File: src/rtl/sbpwm_pkg.sv
// Constants and types shared by the shared-timebase modulator files
package sbpwm_pkg;

    // ------------------------------------------------------------
    // Widths
    // ------------------------------------------------------------
    localparam int SBPWM_CHANNELS = 2;
    localparam int SBPWM_ADDR_W = 12;
    localparam int SBPWM_DATA_W = 32;
    localparam int SBPWM_DUTY_W = 10;
    localparam int SBPWM_CNT_W = 8;
    localparam int SBPWM_PHASE_W = 2;

    typedef logic [SBPWM_DUTY_W-1:0] sbpwm_duty_t;
    typedef logic [SBPWM_CNT_W-1:0] sbpwm_cnt_t;
    typedef logic [SBPWM_PHASE_W-1:0] sbpwm_phase_t;
    typedef logic [SBPWM_ADDR_W-3:0] sbpwm_idx_t;

    // ------------------------------------------------------------
    // Register indices (byte address is four times the index)
    // ------------------------------------------------------------
    localparam sbpwm_idx_t SBPWM_IDX_DUTY_A = 10'h314;
    localparam sbpwm_idx_t SBPWM_IDX_CTRL_A = 10'h316;
    localparam sbpwm_idx_t SBPWM_IDX_DUTY_B = 10'h318;
    localparam sbpwm_idx_t SBPWM_IDX_CTRL_B = 10'h31a;
    localparam sbpwm_idx_t SBPWM_IDX_RES = 10'h31c;

    // ------------------------------------------------------------
    // Field positions
    // ------------------------------------------------------------
    localparam int SBPWM_CTRL_EN_BIT = 7;
    localparam int SBPWM_CTRL_OUT_BIT = 5;
    localparam int SBPWM_CTRL_POL_BIT = 4;
    localparam int SBPWM_DCH_LSB = 8;
    localparam int SBPWM_DCL_LSB = 6;
    localparam int SBPWM_RES_MSB = 3;

    // ------------------------------------------------------------
    // Reset values
    // ------------------------------------------------------------
    localparam logic [7:0] SBPWM_CTRL_RESET = 8'h00;
    localparam sbpwm_duty_t SBPWM_DUTY_RESET = 10'h000;
    localparam logic [3:0] SBPWM_RES_FIXED = 4'h2;

endpackage

File: src/rtl/sbpwm_chan_if.sv
// Link between the register block and one modulator channel
`timescale 1ns/1ps
interface sbpwm_chan_if;
    import sbpwm_pkg::*;
    logic enable;
    sbpwm_duty_t duty;
    sbpwm_duty_t timebase;
    logic restart;
    logic hold;
    logic level;
    logic duty_zero;

    modport regs (
        output enable, duty, timebase, restart, hold,
        input level, duty_zero
    );
    modport chan (
        input enable, duty, timebase, restart, hold,
        output level, duty_zero
    );
endinterface

File: src/rtl/sbpwm_chan.sv
// One modulator channel: duty buffer and time-base compare
`timescale 1ns/1ps
module sbpwm_chan (
    input wire logic pclk,
    input wire logic presetn,
    sbpwm_chan_if.chan ch
);
    import sbpwm_pkg::*;

    sbpwm_duty_t duty_buf_q;
    logic level_q;

    always_ff @(posedge pclk or negedge presetn) begin
        if (!presetn) begin
            duty_buf_q <= SBPWM_DUTY_RESET;
        end else if (!ch.hold && ch.restart) begin
            duty_buf_q <= ch.duty;
        end
    end

    always_ff @(posedge pclk or negedge presetn) begin
        if (!presetn) begin
            level_q <= 1'b0;
        end else if (ch.hold) begin
            level_q <= level_q;
        end else if (!ch.enable) begin
            level_q <= 1'b0;
        end else if (ch.restart) begin
            level_q <= (ch.duty != SBPWM_DUTY_RESET);
        end else if (ch.timebase == duty_buf_q) begin
            // clear on duty match; no match keeps level
            level_q <= 1'b0;
        end
    end

    assign ch.level = level_q;
    assign ch.duty_zero = (duty_buf_q == SBPWM_DUTY_RESET);
endmodule

File: src/rtl/sbpwm_tbase.sv
// Time base taken from the shared period timer
`timescale 1ns/1ps
module sbpwm_tbase (
    input wire logic pclk,
    input wire logic presetn,
    input wire sbpwm_pkg::sbpwm_cnt_t timer_count,
    input wire sbpwm_pkg::sbpwm_phase_t timer_phase,
    input wire logic timer_tick,
    input wire sbpwm_pkg::sbpwm_cnt_t period_value,
    input wire logic hold,
    output sbpwm_pkg::sbpwm_duty_t timebase_q,
    output logic restart_q
);
    import sbpwm_pkg::*;

    logic restart_p_q;

    // count, increment and phase from timer
    always_ff @(posedge pclk or negedge presetn) begin
        if (!presetn) begin
            timebase_q <= SBPWM_DUTY_RESET;
        end else if (!hold) begin
            timebase_q <= {timer_count, timer_phase};
        end
    end

    // match restarts next increment; postscaler unused
    always_ff @(posedge pclk or negedge presetn) begin
        if (!presetn) begin
            restart_p_q <= 1'b0;
        end else if (!hold) begin
            restart_p_q <= timer_tick && (timer_count == period_value);
        end
    end

    // Second stage lines restart up with the registered time base,
    // so set and clear share one lag and the width is the duty
    always_ff @(posedge pclk or negedge presetn) begin
        if (!presetn) begin
            restart_q <= 1'b0;
        end else if (!hold) begin
            restart_q <= restart_p_q;
        end
    end
endmodule

File: src/rtl/sbpwm_top.sv
// Shared-timebase modulator pair with its register block
//
// Notes on behaviour
// - Polarity bit set inverts the output
// - Enable bit runs the channel
// - Output level bit is read-only readback
// - Period follows timer period value
// - Count clears the increment after match
// - Restart drives active unless duty zero
// - Duty buffers reload at each restart
// - Timer postscaler has no effect
// - Duty is ten bits over two bytes
// - Time base is count plus phase
// - Duty above period never clears output
// - Resolution is log2 of four periods
// - Sleep holds timer, state and pin
// - Reset clears registers, pins become inputs
// - Each channel clears on its own duty
// - Both channels share one period timer
//
// Our own choice: the APB register port.
`timescale 1ns/1ps
module sbpwm_top (
    input wire logic pclk,
    input wire logic presetn,
    input wire logic psel,
    input wire logic penable,
    input wire logic pwrite,
    input wire logic [sbpwm_pkg::SBPWM_ADDR_W-1:0] paddr,
    input wire logic [sbpwm_pkg::SBPWM_DATA_W-1:0] pwdata,
    input wire logic [3:0] pstrb,
    output logic [sbpwm_pkg::SBPWM_DATA_W-1:0] prdata,
    output logic pready,
    output logic pslverr,
    input wire sbpwm_pkg::sbpwm_cnt_t timer_count,
    input wire sbpwm_pkg::sbpwm_phase_t timer_phase,
    input wire logic timer_tick,
    input wire sbpwm_pkg::sbpwm_cnt_t period_value,
    input wire logic sleep_hold,
    output logic [sbpwm_pkg::SBPWM_CHANNELS-1:0] pwm_out,
    output logic [sbpwm_pkg::SBPWM_CHANNELS-1:0] pwm_oe
);
    import sbpwm_pkg::*;

    // ------------------------------------------------------------
    // Address decoding
    // ------------------------------------------------------------

    // Channel number of a duty index, or -1 when not a duty index
    function automatic int duty_chan(input sbpwm_idx_t idx);
        if (idx == SBPWM_IDX_DUTY_A) begin
            return 0;
        end else if (idx == SBPWM_IDX_DUTY_B) begin
            return 1;
        end else begin
            return -1;
        end
    endfunction

    // Channel number of a control index, or -1
    function automatic int ctrl_chan(input sbpwm_idx_t idx);
        if (idx == SBPWM_IDX_CTRL_A) begin
            return 0;
        end else if (idx == SBPWM_IDX_CTRL_B) begin
            return 1;
        end else begin
            return -1;
        end
    endfunction

    // Floor of log2 of a nonzero nine-bit value
    function automatic logic [3:0] msb_pos(input logic [8:0] v);
        logic [3:0] pos;
        pos = 4'h0;
        for (int i = 0; i < 9; i++) begin
            if (v[i]) begin
                pos = 4'(i);
            end
        end
        return pos;
    endfunction

    sbpwm_idx_t acc_idx;
    logic acc_low_bits;
    logic acc_mapped;
    logic acc_write;
    logic acc_read;
    int acc_duty_ch;
    int acc_ctrl_ch;

    // Word index; nonzero low address bits make the access unmapped
    assign acc_idx = paddr[SBPWM_ADDR_W-1:2];
    assign acc_low_bits = |paddr[1:0];
    assign acc_duty_ch = duty_chan(acc_idx);
    assign acc_ctrl_ch = ctrl_chan(acc_idx);
    assign acc_mapped = !acc_low_bits
        && (acc_duty_ch >= 0 || acc_ctrl_ch >= 0 || acc_idx == SBPWM_IDX_RES);

    // ------------------------------------------------------------
    // Bus handshake
    // ------------------------------------------------------------

    // One wait state: read data is prepared in the first access cycle
    // and the answer stands in the second; this keeps the read mux off
    // the path from paddr to the bus outputs.
    logic pready_q;
    logic pslverr_q;
    logic [SBPWM_DATA_W-1:0] prdata_q;
    logic access_first;
    logic access_done;

    assign access_first = psel && penable && !pready_q;
    assign access_done = psel && penable && pready_q;
    assign acc_write = access_done && pwrite && acc_mapped;
    assign acc_read = access_first && !pwrite;

    always_ff @(posedge pclk or negedge presetn) begin
        if (!presetn) begin
            pready_q <= 1'b0;
        end else begin
            pready_q <= access_first;
        end
    end

    // Misaligned or unmapped word answers with an error, no effect
    always_ff @(posedge pclk or negedge presetn) begin
        if (!presetn) begin
            pslverr_q <= 1'b0;
        end else begin
            pslverr_q <= access_first && !acc_mapped;
        end
    end

    // ------------------------------------------------------------
    // Register state
    // ------------------------------------------------------------

    sbpwm_duty_t duty_q [SBPWM_CHANNELS];
    logic [SBPWM_CHANNELS-1:0] enable_q;
    logic [SBPWM_CHANNELS-1:0] invert_q;
    logic [SBPWM_CHANNELS-1:0] level;
    logic [SBPWM_CHANNELS-1:0] duty_zero;
    logic [SBPWM_CHANNELS-1:0] pwm_out_q;
    logic [SBPWM_CHANNELS-1:0] pwm_oe_q;
    logic [3:0] res_bits_q;
    sbpwm_duty_t timebase;
    logic restart;

    always_ff @(posedge pclk or negedge presetn) begin
        if (!presetn) begin
            for (int c = 0; c < SBPWM_CHANNELS; c++) begin
                duty_q[c] <= SBPWM_DUTY_RESET;
            end
        end else if (acc_write && acc_duty_ch >= 0) begin
            if (pstrb[1]) begin
                duty_q[acc_duty_ch][SBPWM_DUTY_W-1:2] <=
                    pwdata[SBPWM_DCH_LSB+7:SBPWM_DCH_LSB];
            end
            if (pstrb[0]) begin
                duty_q[acc_duty_ch][1:0] <= pwdata[SBPWM_DCL_LSB+1:SBPWM_DCL_LSB];
            end
        end
    end

    always_ff @(posedge pclk or negedge presetn) begin
        if (!presetn) begin
            enable_q <= SBPWM_CTRL_RESET[SBPWM_CHANNELS-1:0];
        end else if (acc_write && acc_ctrl_ch >= 0 && pstrb[0]) begin
            enable_q[acc_ctrl_ch] <= pwdata[SBPWM_CTRL_EN_BIT];
        end
    end

    always_ff @(posedge pclk or negedge presetn) begin
        if (!presetn) begin
            invert_q <= SBPWM_CTRL_RESET[SBPWM_CHANNELS-1:0];
        end else if (acc_write && acc_ctrl_ch >= 0 && pstrb[0]) begin
            invert_q[acc_ctrl_ch] <= pwdata[SBPWM_CTRL_POL_BIT];
        end
    end

    always_ff @(posedge pclk or negedge presetn) begin
        if (!presetn) begin
            res_bits_q <= SBPWM_RES_FIXED;
        end else begin
            res_bits_q <= SBPWM_RES_FIXED + msb_pos({1'b0, period_value} + 9'h001);
        end
    end

    // ------------------------------------------------------------
    // Read data
    // ------------------------------------------------------------

    logic [SBPWM_DATA_W-1:0] rd_word;

    always_comb begin
        rd_word = '0;
        if (acc_duty_ch >= 0) begin
            rd_word[SBPWM_DCH_LSB+7:SBPWM_DCH_LSB] = duty_q[acc_duty_ch][SBPWM_DUTY_W-1:2];
            rd_word[SBPWM_DCL_LSB+1:SBPWM_DCL_LSB] = duty_q[acc_duty_ch][1:0];
        end else if (acc_ctrl_ch >= 0) begin
            rd_word[SBPWM_CTRL_EN_BIT] = enable_q[acc_ctrl_ch];
            rd_word[SBPWM_CTRL_OUT_BIT] = pwm_out_q[acc_ctrl_ch];
            rd_word[SBPWM_CTRL_POL_BIT] = invert_q[acc_ctrl_ch];
        end else if (acc_idx == SBPWM_IDX_RES) begin
            rd_word[SBPWM_RES_MSB:0] = res_bits_q;
        end
    end

    always_ff @(posedge pclk or negedge presetn) begin
        if (!presetn) begin
            prdata_q <= '0;
        end else if (acc_read && acc_mapped) begin
            prdata_q <= rd_word;
        end else if (access_first) begin
            prdata_q <= '0;
        end
    end

    // ------------------------------------------------------------
    // Shared time base
    // ------------------------------------------------------------

    // one timer for both; period from period value
    sbpwm_tbase u_tbase (
        .pclk(pclk),
        .presetn(presetn),
        .timer_count(timer_count),
        .timer_phase(timer_phase),
        .timer_tick(timer_tick),
        .period_value(period_value),
        .hold(sleep_hold),
        .timebase_q(timebase),
        .restart_q(restart)
    );

    // ------------------------------------------------------------
    // Channels
    // ------------------------------------------------------------

    sbpwm_chan_if chan_if [SBPWM_CHANNELS] ();

    generate
        for (genvar g = 0; g < SBPWM_CHANNELS; g++) begin : g_chan
            assign chan_if[g].enable = enable_q[g];
            assign chan_if[g].duty = duty_q[g];
            assign chan_if[g].timebase = timebase;
            assign chan_if[g].restart = restart;
            assign chan_if[g].hold = sleep_hold;
            assign level[g] = chan_if[g].level;
            assign duty_zero[g] = chan_if[g].duty_zero;

            sbpwm_chan u_chan (
                .pclk(pclk),
                .presetn(presetn),
                .ch(chan_if[g])
            );
        end
    endgenerate

    // ------------------------------------------------------------
    // Pins
    // ------------------------------------------------------------

    // Inversion sits after the level so a disabled channel still
    // shows its idle level through the polarity choice.
    always_ff @(posedge pclk or negedge presetn) begin
        if (!presetn) begin
            pwm_out_q <= '0;
        end else if (!sleep_hold) begin
            pwm_out_q <= level ^ invert_q;
        end
    end

    always_ff @(posedge pclk or negedge presetn) begin
        if (!presetn) begin
            pwm_oe_q <= '0;
        end else if (!sleep_hold) begin
            pwm_oe_q <= enable_q;
        end
    end

    assign prdata = prdata_q;
    assign pready = pready_q;
    assign pslverr = pslverr_q;
    assign pwm_out = pwm_out_q;
    assign pwm_oe = pwm_oe_q;

endmodule

File: config.mk
export PLATFORM = sky130hd
export DESIGN_NAME = sbpwm_top
export DESIGN_NICKNAME = d
export VERILOG_FILES = /design/src/rtl/sbpwm_pkg.sv /design/src/rtl/sbpwm_chan_if.sv /design/src/rtl/sbpwm_chan.sv /design/src/rtl/sbpwm_tbase.sv /design/src/rtl/sbpwm_top.sv
export SDC_FILE = /design/constraint.sdc
export NUM_CORES = 1
export LEC_CHECK = 0
export ABC_AREA = 1
export BUFFER_PORTS_ARGS = -buffer_cell sky130_fd_sc_hd__buf_2
export CAP_MARGIN = 20
export CORE_MARGIN = 5
export CORE_UTILIZATION = 35
export CTS_BUF_LIST = sky130_fd_sc_hd__clkbuf_8
export CTS_CLUSTER_DIAMETER = 50
export DETAILED_ROUTE_END_ITERATION = 16
export GPL_ROUTABILITY_DRIVEN = 0
export SLEW_MARGIN = 20
export SYNTH_ARGS = -nofsm -noshare
export SYNTH_HDL_FRONTEND = slang
export SYNTH_SLANG_ARGS = --single-unit
File: constraint.sdc
create_clock -name pclk -period 1.8 [get_ports pclk]
set_clock_uncertainty 0.1 [all_clocks]
set_input_delay 0.54 -clock pclk [delete_from_list [all_inputs] [get_ports pclk]]
set_output_delay 0.54 -clock pclk [all_outputs]
set_load 0.01 [all_outputs]
==> run metrics, run 1 <==
status complete, no violations; die width 122 um; P&R area growth vs syn 24.4%; Mapped Cells 534; Final Max Slew Viols 0; crit end category flip-flop; antenna viol nets, final 0; Worst Path Arrival 1.84 ns; drt drc 0; Clock Path Buffers 2; CP Capture Point res_bits_q[3]; gr usage total 15.1%; Pint 0.00298 W; CTS buffer count 9; placed insts ~790; CORE AREA around 0.012 mm^2; CTS tree done; Final nets 713; vias in the first global route 3715; cell depth of the worst flop-to-flop path 7; H-Tree Level Count 3; reg2reg setup slack around 0.29 ns; FP Rows 40; Peak VDD IR ~0.39 mV; antenna violations before repair 0; most frequent cells in the layout nand2_1, dfrtp_1, buf_2; Logic pwr share 14.1%; fin cells 811; Req. time, crit path 1.94 ns; first-pass GRT wire length 17900 um; Starting Density 36.0%; Tcrit/Tclk final 94.8%; synth unique cells 36; drt via density 4.64; worst hold margin ~0.011 ns; final core utilization around 45%; height of the die 122 um; post-synthesis register bit count 84; Static Leak 2.72 nW; WL/cell approximately 13 um; Min-Delay Path Class in -> async; GR Overflow Total 0; startpoint class of the critical path input pin; drt initial violations 149; # setup viols final 0; Sw Share around 28%; Root Driver clkbuf_8; CTS Sinks 84; P_sw 0.00114 W; vias 3761; max incr delay on CP around 0.19 ns; RSZ-0062 raised after global routing false; r2r startpoint g_chan[1].u_chan.duty_buf_q[6]; Seq pwr share 53.0%; pwr/cell area 759 mW/mm^2; Hold Fails Final Rpt 0; pre-CTS setup slack -0.302 ns; crit path kind in -> reg; Critical path origin period_value[0]; CTS Hold Buffers Added 0; largest net degree at the start of global routing just over 40; Final min period approximately 1.7 ns; # Max-Cap Violations 0; crit-path max FO 3; diode count 0; slowest CP cell xor2_2; Async S/R FF share, synth 100%; fmax 586 MHz; synth warn 0; clock transition at the registers of the reported paths 0.09 ns; io pins 111; Total Routed Length 10800 um; commonest non-fill, non-tap cell in the layout nand2_1; PortBufs 71; cell mode on critical path nand2_1; Seq/Total Area, Yosys 48.2%; main flop type after synthesis dfrtp_1; total iterations of the first detailed-routing run 4; Die Area 0.0148 mm^2; share of layout cells above drive strength 1 24.3%; detailed-placement wirelength estimate 8560 um; CP Cell Sequence clkbuf_4 -> ha_4 -> nand2_2 -> inv_2 -> nand2_1 -> xor2_2 -> nand2_1 -> nor2_1 -> a21oi_1 -> ha_2 -> xnor2_2; final worst slack about 0.093 ns; Mean Syn Cell Area 8.17 um^2; power share of the clock group 33.0%; Post-synth EDFFs 0; Mapped Area 0.00437 mm^2; Worst-Skew Late Latency 0.35 ns; Reg-to-Reg End g_chan[1].u_chan.ch.level
==> power by group through the flow <==
stage,registers [W],logic (W),clock network [W]
global placement,0.00222,0.000565,0
floorplan,0.00217,0.000364,0
global route,0.00221,0.000673,0.00150
finish,0.00218,0.000581,0.00136
detailed placement,0.00222,0.000578,0
CTS,0.00218,0.000582,0.00140
==> cell usage after synthesis, types with 4 or more instances <==
| master | count | area share (%) |
|---|---|---|
| o22ai_1 | 20 | 2.9 |
| o21bai_1 | 22 | 3.8 |
| xor2_1 | 9 | 1.8 |
| clkbuf_1 | 10 | 0.86 |
| nand3_1 | 31 | 3.6 |
| dfrtp_1 | 83 | 48 |
| inv_1 | 68 | 5.8 |
| nand2_1 | 130 | 11 |
| xnor2_1 | 6 | 1.2 |
| nor2_2 | 7 | 1.0 |
| o21ai_1 | 11 | 1.3 |
| buf_4 | 16 | 2.8 |
| a21oi_1 | 5 | 0.57 |
| o21ai_0 | 53 | 6.1 |
| nor4_1 | 4 | 0.57 |
| nand4_1 | 8 | 1.1 |
| nor2_1 | 25 | 2.1 |
| buf_2 | 4 | 0.46 |
==> worst min-delay path by stage <==
stage / from / endpoint / slack (ns) / depth (start not counted)
after global routing: presetn / g_chan[0].u_chan.duty_buf_q[1] / 0.008 / 1
after detailed placement: prdata[0] / prdata[0] / 0.38 / 2
after CTS: presetn / chan_if[1].duty[3] / 0.007 / 1
after floorplan: presetn / chan_if[0].duty[0] / 0.14 / 0
after global placement: prdata[2] / prdata[2] / 0.37 / 2
final: presetn / chan_if[1].duty[3] / 0.01 / 1
==> stage by stage <==
stage,setup TNS (ns),area [um^2],total power [W]
2_1_floorplan,-0.0202,4460,0.00254
6_report,0,5430,0.00412
5_1_grt,0,5430,0.00437
4_1_cts,0,5400,0.00417
3_5_place_dp,-7.31,5190,0.00280
3_3_place_gp,-6.25,5190,0.00278
==> metal layers <==
metal | up-vias | routed length [um] | GRT usage (%)
li1 | 1909 | - | -
met1 | 1718 | 4850 | 20.1
met2 | 120 | 5060 | 24.5
met3 | 14 | 637 | 3.11
met4 | 0 | 212 | 5.39
met5 | - | 0 | 0
==> area by class of cell <==
class	instances	area, um^2
Inverter	72	270
Clock buffer	10	138
Timing Repair Buffer	109	721
Sequential cell	84	2100
Fill cell	1242	6680
Multi-Input combinational cell	362	1930
Clock inverter	6	63.8
Tap cell	168	210
==> worst max-delay path, delay by kind of cell <==
family / cells / cell delay, ns
compound gates: 1 / 0.08
buf+inv: 2 / 0.19
fa+ha+maj: 2 / 0.35
xor+xnor: 2 / 0.32
simple gates: 4 / 0.36
==> registers in the layout, indices dropped and copies added, names as in the netlist <==
register                  cells
chan_if.duty                 20
prdata                       16
pwm_oe                        2
enable_q                      2
g_chan.u_chan.ch.level        2
u_tbase.timebase_q           10
pready                        1
g_chan.u_chan.duty_buf_q     20
u_tbase.restart_q             1
pslverr                       1
invert_q                      2
res_bits_q                    4
u_tbase.restart_p_q           1
pwm_out                       2
==> repair_timing <==
item,CTS,global route
setup buffers,0,1
resized for setup,0,6
setup endpoints to repair,0,4
==> cells by family after synthesis <==
group | count (synthesis) | share of synthesized area, %
AOI/OAI and AO/OA | 114 | 15.1
xor gates and xnor gates | 15 | 3.01
adders and majority gates | 2 | 0.573
buffers and inverters | 103 | 10.5
DFF | 84 | 48.2
other | 1 | 0.0859
and+or+nand+nor | 215 | 22.5
(Power assumes the default switching activity.)
==> run 2, diff against run 1 <==
clock period = 1.53 ns   (was 1.8 ns; I/O delays follow)
==> run metrics, run 2 (synthesis gave the netlist of run 1 again) <==
pwr/cell area 806 mW/mm^2; Hold Fails Final Rpt 0; height of the die roughly 120 um; Final Max Slew Viols 0; H-Tree Level Count 3; vias in the first global route 3825; Tcrit/Tclk final 103%; status finished, violations left; detailed-placement wirelength estimate roughly 8700 um; drt via density 4.75; reg2reg setup slack roughly 0.010 ns; Worst Path Arrival between 1.5 and 2 ns; Min-Delay Path Class in -> reg; WL/cell 14.5 um; total iterations of the first detailed-routing run 5; die width approximately 120 um; crit path kind in -> reg; Root Driver clkbuf_8; startpoint class of the critical path input pin; Sw Share 28.5%; crit end category flip-flop; GR Overflow Total 0; Static Leak 2.94 nW; Die Area 0.0148 mm^2; CORE AREA 0.0121 mm^2; Hold Path Origin timer_phase[0]; P_sw 0.00138 W; failing checks negative setup slack; # setup viols final 9; Req. time, crit path 1.73 ns; drt drc 0; Clock Path Buffers 2; Worst slew margin 66.9%; largest net degree at the start of global routing 41; share of layout cells above drive strength 1 a little over a third; gr usage total approximately 16%; crit-path max FO 8; CTS Sinks between 80 and 90; Worst Tran Pin Value 0.492 ns; first-pass GRT wire length approximately 19000 um; Reg-to-Reg End chan_if[0].duty[8]; cell depth of the worst flop-to-flop path 7; total power approximately 0.0049 W; PortBufs 71; slowest CP cell nor2_4; most frequent cells in the layout nand2_1, dfrtp_1, buf_2; Starting Density 36.0%; fill count 1175; vias 3986; commonest non-fill, non-tap cell in the layout nand2_1; CTS buffer count 9; cell mode on critical path nor2_4; fmax 634 MHz; Final nets 742; Total Routed Length 12200 um; max incr delay on CP 0.28 ns; CTS tree done; final worst slack -0.0481 ns; hold path depth 3; r2r startpoint pready; Logic pwr share 17.9%; Final min period 1.58 ns; diode count 0; antenna viol nets, final 0; Hold Path Sink u_tbase.timebase_q[0]; Pint between 0.003 and 0.004 W; P&R area growth vs syn 38.0%; antenna violations before repair 0; Seq pwr share 52.5%; FP Rows 40; final core utilization 49.8%; Worst-Skew Late Latency 0.36 ns; power share of the clock group 29.6%; drt initial violations 372; io pins 111; RSZ-0062 raised after global routing true; Peak VDD IR 0.407 mV; # Max-Cap Violations 0; CP Cell Sequence buf_8 -> nor2_4 -> nand2_2 -> nor2_4 -> o21ai_4 -> nor2_4 -> inv_4 -> nor2_4 -> nand3_2 -> nand2_1; clock transition at the registers of the reported paths ~0.09 ns
run 2: power by group through the flow:
stage | Clock [W] | Sequential, W | Combinational (W)
after floorplan | 0 | 0.00256 | 0.000440
after global placement | 0 | 0.00259 | 0.000748
after CTS | 0.00147 | 0.00255 | 0.000792
final | 0.00144 | 0.00255 | 0.000870
after detailed placement | 0 | 0.00260 | 0.000770
after global routing | 0.00155 | 0.00258 | 0.000989
run 2: cell type report:
cell class / instances / area, um^2 / area share (%)
Inverter: 72 / 285 / 4.73
Tap cell: 168 / 210 / 3.49
Multi-Input combinational cell: 365 / 2250 / 37.3
Clock inverter: 5 / 21.3 / 0.353
Sequential cell: 84 / 2100 / 34.9
Timing Repair Buffer: 135 / 1000 / 16.7
Clock buffer: 11 / 151 / 2.51
run 2: per-stage QoR:
step                cell area [um^2]  setup slack, ns  std cells  hold slack (ns)  setup TNS (ns)
floorplan                       4540           -0.195        549           0.0634           -2.79
global placement                5350           -0.439        808            0.300          -13.77
global route                    6030           -0.112        840            0.228           -1.18
detailed placement              5350           -0.483        808            0.313          -14.91
finish                          6030          -0.0481        840            0.221          -0.239
CTS                             5620          -0.0107        828            0.210         -0.0107
run 2: critical path: cells and delay by family:
family | cells | cell delay (ns)
AOI/OAI and AO/OA | 1 | 0.10
and+or+nand+nor | 7 | 1.01
buffers and inverters | 2 | 0.19
run 2: worst max path at each step:
stage,start,slack [ns],cells past startpoint,endpoint
finish,paddr[2],-0.05,10,chan_if[0].duty[8]
global route,paddr[9],-0.11,10,chan_if[0].duty[8]
CTS,period_value[0],-0.01,11,res_bits_q[3]
detailed placement,period_value[0],-0.48,9,res_bits_q[3]
global placement,period_value[0],-0.44,13,res_bits_q[3]
floorplan,period_value[0],-0.19,12,res_bits_q[3]
run 2: routing by layer:
layer	share of wire (%)	global-route usage, %	vias up
met2	48	25.5	123
met5	0	0	-
met3	5.2	2.88	19
met1	45	21.6	1878
li1	-	-	1966
met4	2.0	6.23	0
run 2: what timing repair did:
| item | in CTS | in global routing |
|---|---|---|
| pin swaps | 7 | 48 |
| hold buffers | 1 | 0 |
| hold endpoints to repair | 22 | 0 |
| buffers inserted | 2 | 11 |
| cloned | 1 | 2 |
| gates resized for setup | 13 | 72 |
| setup endpoints to repair | 19 | 37 |
